==> config.mk <==
export PLATFORM = sky130hd
export DESIGN_NAME = supply_reset_supervisor
export DESIGN_NICKNAME = d
export VERILOG_FILES = /design/src/rtl/supply_reset_pkg.sv /design/src/rtl/supply_reset_supervisor.sv /design/src/rtl/hold_delay_timer.sv
export SDC_FILE = /design/constraint.sdc
export NUM_CORES = 1
export LEC_CHECK = 0
export BUFFER_PORTS_ARGS = -buffer_cell sky130_fd_sc_hd__buf_2
export CAP_MARGIN = 15
export CORE_MARGIN = 1
export CORE_UTILIZATION = 44
export CTS_CLUSTER_SIZE = 12
export DETAILED_ROUTE_END_ITERATION = 6
export GPL_TIMING_DRIVEN = 0
export PLACE_DENSITY = 0.67
export SLEW_MARGIN = 0
export SYNTH_ARGS = -nofsm -noshare
export SYNTH_HDL_FRONTEND = slang
export SYNTH_SLANG_ARGS = --single-unit
==> constraint.sdc <==
create_clock -name core_clk -period 4.6 [get_ports core_clk]
set_input_delay 0.23 -clock core_clk [delete_from_list [all_inputs] [get_ports core_clk]]
set_output_delay 0.23 -clock core_clk [all_outputs]
set_load 0.1 [all_outputs]
==> src/rtl/supply_reset_pkg.sv <==
package supply_reset_pkg;
  // output driver styles for the active-low reset pin
  typedef enum logic [1:0] {
    DRV_PUSH_PULL = 2'h0,
    DRV_OPEN_DRAIN_INT_PU = 2'h1,
    DRV_OPEN_DRAIN_EXT_PU = 2'h2
  } low_drive_t;

  // sequencer states, gray along reset -> hold -> run
  typedef enum logic [1:0] {
    ST_RESET = 2'h0,
    ST_HOLD = 2'h1,
    ST_RUN = 2'h3
  } seq_state_t;

  localparam int unsigned CLK_HZ = 200_000_000;
  // hold delay option figures, microseconds, minimum column
  localparam int unsigned HOLD_MIN_US_1P4MS = 1_000;
  localparam int unsigned HOLD_MIN_US_30MS = 20_000;
  localparam int unsigned HOLD_MIN_US_200MS = 140_000;
  localparam int unsigned HOLD_MIN_US_1P6S = 1_120_000;
  // default option: 200 ms typical, 140 ms guaranteed minimum
  localparam int unsigned HOLD_DEFAULT_US = HOLD_MIN_US_200MS;
  localparam longint unsigned CYCLES_PER_US = CLK_HZ / 1_000_000;
  localparam longint unsigned HOLD_DEFAULT_CYCLES = HOLD_DEFAULT_US * CYCLES_PER_US;
  // power-up settle span after reset release, in cycles
  localparam int unsigned POWERUP_CYCLES = 16;
  localparam logic [9:0] TRIP_CODE_DEFAULT = 10'h200;
  localparam logic [9:0] HYST_CODE_DEFAULT = 10'h010;
  localparam logic RST_STATE_ACTIVE = 1'b1;
endpackage

==> src/rtl/supply_reset_supervisor.sv <==
`timescale 1ns/1ps
module supply_reset_supervisor
  import supply_reset_pkg::*;
#(
  parameter logic [9:0] TRIP_CODE = TRIP_CODE_DEFAULT,
  parameter logic [9:0] threshold_hysteresis = HYST_CODE_DEFAULT,
  parameter logic [31:0] HOLD_CYCLES = 32'(HOLD_DEFAULT_CYCLES),
  parameter low_drive_t LOW_DRIVE = DRV_PUSH_PULL
) (
  input wire logic core_clk,
  input wire logic sys_rst,
  input wire logic [9:0] supplyLevel,
  input wire logic manual_reset_n,
  input wire logic watchdogTimeout,
  output logic resetOutN,
  output logic resetOutNOe,
  output logic pullUpEnable,
  output logic resetOut
);
  ////////////////////////////////////////////////////////////////
  logic [9:0] supplyMeta, supplySync;
  logic mrMeta, mrSync, wdMeta, wdSync;
  logic supplyLow, powerUp, anyCause, holdRestart, holdExpired;
  logic [4:0] powerCount;
  seq_state_t state, next_state;
  // release level one bit wider so trip plus hysteresis cannot wrap
  localparam logic [10:0] RELEASE_CODE = 11'(TRIP_CODE) + 11'(threshold_hysteresis);

  // pins come from outside the clock domain; two flops each
  always_ff @(posedge core_clk) begin
    if (sys_rst) begin
      supplyMeta <= '0;
      supplySync <= '0;
      mrMeta <= 1'b1;
      mrSync <= 1'b1;
      wdMeta <= 1'b0;
      wdSync <= 1'b0;
    end else begin
      supplyMeta <= supplyLevel;
      supplySync <= supplyMeta;
      mrMeta <= manual_reset_n;
      mrSync <= mrMeta;
      wdMeta <= watchdogTimeout;
      wdSync <= wdMeta;
    end
  end
  // a multi-bit code can tear across the sync; comparator hysteresis masks it

  ////////////////////////////////////////////////////////////////
  // hysteresis comparator: trip falling, release only above trip plus hysteresis
  always_ff @(posedge core_clk) begin
    if (sys_rst) begin
      supplyLow <= 1'b1; // starts low, below minimum the output is moot
    end else if (supplySync < TRIP_CODE) begin
      supplyLow <= 1'b1;
    end else if ({1'b0, supplySync} > RELEASE_CODE) begin
      supplyLow <= 1'b0;
    end
  end

  // power-up in progress for a short settle span after reset
  always_ff @(posedge core_clk) begin
    if (sys_rst) begin
      powerCount <= '0;
    end else if (powerUp) begin
      powerCount <= powerCount + 5'h01;
    end
  end
  assign powerUp = powerCount != 5'(POWERUP_CYCLES);

  assign anyCause = !mrSync || wdSync || supplyLow || powerUp;
  // any cause keeps the timer cleared so the full delay restarts
  assign holdRestart = anyCause;

  hold_delay_timer #(
    .COUNT_W(32),
    .HOLD_CYCLES(HOLD_CYCLES)
  ) holdTimer (
    .core_clk(core_clk),
    .sys_rst(sys_rst),
    .restart(holdRestart),
    .expired(holdExpired)
  );

  ////////////////////////////////////////////////////////////////
  // sequencer
  always_comb begin
    next_state = state;
    unique case (state)
      ST_RESET: if (!anyCause) next_state = ST_HOLD;
      ST_HOLD: begin
        if (anyCause) next_state = ST_RESET;
        else if (holdExpired) next_state = ST_RUN;
      end
      ST_RUN: if (anyCause) next_state = ST_RESET;
      default: next_state = ST_RESET;
    endcase
  end

  always_ff @(posedge core_clk) begin
    if (sys_rst) begin
      state <= ST_RESET;
    end else begin
      state <= next_state;
    end
  end

  // outputs registered; asserted one edge after anyCause, without waiting on the state
  always_ff @(posedge core_clk) begin
    if (sys_rst) begin
      resetOut <= RST_STATE_ACTIVE;
    end else begin
      resetOut <= anyCause || next_state != ST_RUN;
    end
  end

  // low pin: data always 0 for open drain, enable while asserting
  always_comb begin
    resetOutN = !resetOut;
    resetOutNOe = 1'b1;
    pullUpEnable = 1'b0;
    if (LOW_DRIVE != DRV_PUSH_PULL) begin
      resetOutN = 1'b0;
      resetOutNOe = resetOut;
      // save current: pull-up disconnected while pulling low
      pullUpEnable = (LOW_DRIVE == DRV_OPEN_DRAIN_INT_PU) && !resetOut;
    end
  end

  ////////////////////////////////////////////////////////////////
  // quiet-cycle count kept apart from the timer, so the release check
  // does not lean on the counter that it guards
  logic [31:0] quietCount;
  always_ff @(posedge core_clk) begin
    if (sys_rst || anyCause) begin
      quietCount <= '0;
    end else if (quietCount != 32'hFFFFFFFF) begin
      quietCount <= quietCount + 32'h1;
    end
  end
endmodule

==> src/rtl/hold_delay_timer.sv <==
`timescale 1ns/1ps
module hold_delay_timer
  import supply_reset_pkg::*;
#(
  parameter int unsigned COUNT_W = 32,
  parameter logic [31:0] HOLD_CYCLES = 32'(HOLD_DEFAULT_CYCLES)
) (
  input wire logic core_clk,
  input wire logic sys_rst,
  input wire logic restart,
  output logic expired
);
  logic [COUNT_W-1:0] count;

  // count up from restart; expired stays high until the next restart
  always_ff @(posedge core_clk) begin
    if (sys_rst) begin
      count <= '0;
      expired <= 1'b0;
    end else if (restart) begin
      count <= '0;
      expired <= 1'b0;
    end else if (!expired) begin
      if (count == COUNT_W'(HOLD_CYCLES - 32'h1)) begin
        expired <= 1'b1;
      end
      count <= count + COUNT_W'(1);
    end
  end
endmodule

==> impl_metrics.json <==
{
  "p_sw_share_pct": 21.69,
  "rows": 28,
  "arrival_ns": 2.62,
  "dieWidth_um": 80.12,
  "crit_fanout": 10,
  "min_path_type": "in2reg",
  "grt_pass1_wl_mm": 9.087,
  "slew_headroom_pct": 40.21,
  "fin_cells": 392,
  "status": "completed",
  "synth_simple_gate_area_share_pct": 31.17,
  "syn-instance-count": 286,
  "synth_top_family_by_area": "simple AND/OR/NAND/NOR gates",
  "worstMarginPinSlew_ns": 0.8848,
  "period_share_pct": 51.02,
  "holdWs_ns": 0.06155,
  "synthesis.nets": 303,
  "tritoncts": "done",
  "final_area_mm2": 0.003080,
  "synth-main-ff-cell": "dfxtp_1",
  "ys_ff_latch": 66,
  "drtPass1Iterations": 4,
  "start_util_pct": 45.35,
  "core_area_mm2": 0.005921,
  "p_seq_share_pct": 50.7,
  "placed_area_mm2": 0.002854,
  "antenna_found_initial": 0,
  "nNetsFinal": 329,
  "wl_mm": 4.987,
  "setup_slack_ns": 2.253,
  "grt_max_degree": 14,
  "final_common_cell": "dfxtp_1",
  "ys.warnings.count": 0,
  "portBuffers": 15,
  "muxShareOfSynthArea_pct": 0.7456,
  "dpl.cell_count": 376,
  "drt_iter0_drc": 70,
  "end_kind": "flop",
  "skew_ns": 0.008612,
  "die-area_mm2": 0.006419,
  "max_cap_violations": 0,
  "ant_nets": 0,
  "fin_crit_ns": 2.347,
  "cp-start-kind": "flop",
  "worstSetupPathType": "reg2reg",
  "finalSetupViolations": 0,
  "cts_num_sinks": 66,
  "peakVddDrop_mv": 0.3160,
  "synth_xor_area_share_pct": 4.240,
  "grt_overflow": 0,
  "pre_cts_ws_ns": 2.273,
  "grt_pass1_vias": 2034,
  "synth-edff-count": 0,
  "tns_ns": 0,
  "leakagePower_nw": 1.057,
  "grt_usage_pct": 18.56,
  "slew_violations": 0,
  "post_cts_resized": 0,
  "cts_made_buffers": 9,
  "clkTransAtPathRegs_ns": 0.07,
  "layout-drive-gt1-share_pct": 13.25,
  "ys_seq_area_share_pct": 49.21,
  "clockRootBuffer": "clkbuf_8",
  "cts_setup_buffers": 0,
  "diodes": 0,
  "cts_buffer_depth": 2,
  "chipHeight_um": 80.12,
  "h-tree-depth": 3,
  "synth_cell_types": 38,
  "power_density_mw_per_mm2": 376.4,
  "p_sw_w": 0.0002515,
  "place_congestion": 0.8249,
  "synth_compound_area_share_pct": 9.786,
  "required_ns": 4.87,
  "pwr-share-clk_pct": 46.4,
  "netlist_area_mm2": 0.002685,
  "pin_count": 18,
  "async_reset_ff_share_pct": 0,
  "syn_avg_cell_area_um2": 9.388,
  "avgViaCountPerCell": 5.541,
  "place_hpwl_mm": 3.513,
  "rsz0062_at_grt": "false",
  "holdBufCountCts": 0,
  "final_cell_mix": "dfxtp_1, nor2b_1, a21oi_1, buf_2, or4_1",
  "pwr-share-comb_pct": 2.9,
  "wl_per_cell_um": 12.72,
  "vias": 2172,
  "drc_errors": 0,
  "hold_viol_final": 0,
  "intPower_w": 0.0009079,
  "syn2layout_area_growth_pct": 14.72,
  "synth_fa_ha_area_share_pct": 1.398,
  "fmax_mhz": 426.1,
  "clock_latency_ns": 0.35
}
power by group through the flow:
stage          clock network, W  registers (W)  logic (W)
2_1_floorplan                 0       0.000600  0.0000254
3_3_place_gp                  0       0.000601  0.0000327
3_5_place_dp                  0       0.000601  0.0000337
4_1_cts                0.000556       0.000588  0.0000338
5_1_grt                0.000579       0.000590  0.0000373
6_report               0.000538       0.000588  0.0000332
cells in the mapped netlist, types with 3 or more instances:
cell | n | share of area [%]
xnor2_1 | 4 | 1.3
dfxtp_1 | 66 | 49
o31ai_1 | 12 | 3.4
clkbuf_1 | 9 | 1.3
nand4_1 | 13 | 3.0
or4_1 | 16 | 4.5
ha_1 | 3 | 1.4
nor2_1 | 15 | 2.1
inv_1 | 7 | 0.98
and3_1 | 5 | 1.2
nor4_1 | 5 | 1.2
nor2b_1 | 23 | 5.4
nor3_1 | 3 | 0.56
or3_1 | 9 | 2.1
nand2_1 | 13 | 1.8
o21ai_0 | 9 | 1.7
a21oi_1 | 22 | 4.1
xor2_1 | 9 | 2.9
and4_1 | 4 | 1.3
nand3_1 | 13 | 2.4
critical path, stage by stage, from the launching register on:
cell      delay, ns
dfxtp_1        0.34
inv_1          0.09
ha_1           0.17
nor4bb_1       0.78
nand2_1        0.39
clkbuf_1       0.33
a21oi_1        0.18
cell families (layout without fill, tap and decap cells):
family          count (synthesis)  after routing
mux                             2              2
compound gates                 45             45
buf+inv                        20             51
flops                          66             66
xor+xnor                       13             13
other cells                     2              2
fa+ha+maj                       3              3
simple gates                  135            135
sequential cells by signal, indices dropped and copies added, names as in the netlist:
register and count:
supplyLow 1, powerCount 5, holdTimer.count 32, wdMeta 1, state 2, supplySync 10
holdTimer.expired 1, resetOut 1, mrSync 1, supplyMeta 10, mrMeta 1, wdSync 1
layout make-up:
| cell class | instances | area, um^2 |
|---|---|---|
| sequential | 66 | 1321 |
| buffer | 13 | 58.81 |
| clock buffer | 9 | 123.9 |
| multi-input combinational | 200 | 1279 |
| clock inverter | 7 | 102.6 |
| inverter | 7 | 26.28 |
| timing repair buffer | 15 | 75.07 |
| fill | 578 | 2840 |
| tap | 75 | 93.84 |
per-layer routing:
layer / vias up / GRT usage [%] / wire length (um)
met5: - / 0 / 0
met4: 0 / 7.143 / 89
met3: 8 / 7.273 / 234
met2: 39 / 30.43 / 2395
met1: 1026 / 21.74 / 2268
li1: 1099 / - / -
final timing paths:
check	startpoint	slack (ns)	cells past startpoint	to
max	powerCount[0]	2.25	6	holdTimer.count[29]
max reg2reg	powerCount[0]	2.25	6	holdTimer.count[29]
min reg2reg	supplySync[9]	0.39	1	supplyLow
min	manual_reset_n	0.06	2	mrMeta
per-stage QoR:
| step | total power, W | util, % |
|---|---|---|
| after global placement | 0.0006336 | 48.20 |
| after global routing | 0.001206 | 52.03 |
| after floorplan | 0.0006254 | - |
| after CTS | 0.001178 | 52.03 |
| final | 0.001159 | 52.03 |
| after detailed placement | 0.0006350 | 48.20 |
(Power assumes the default switching activity.)
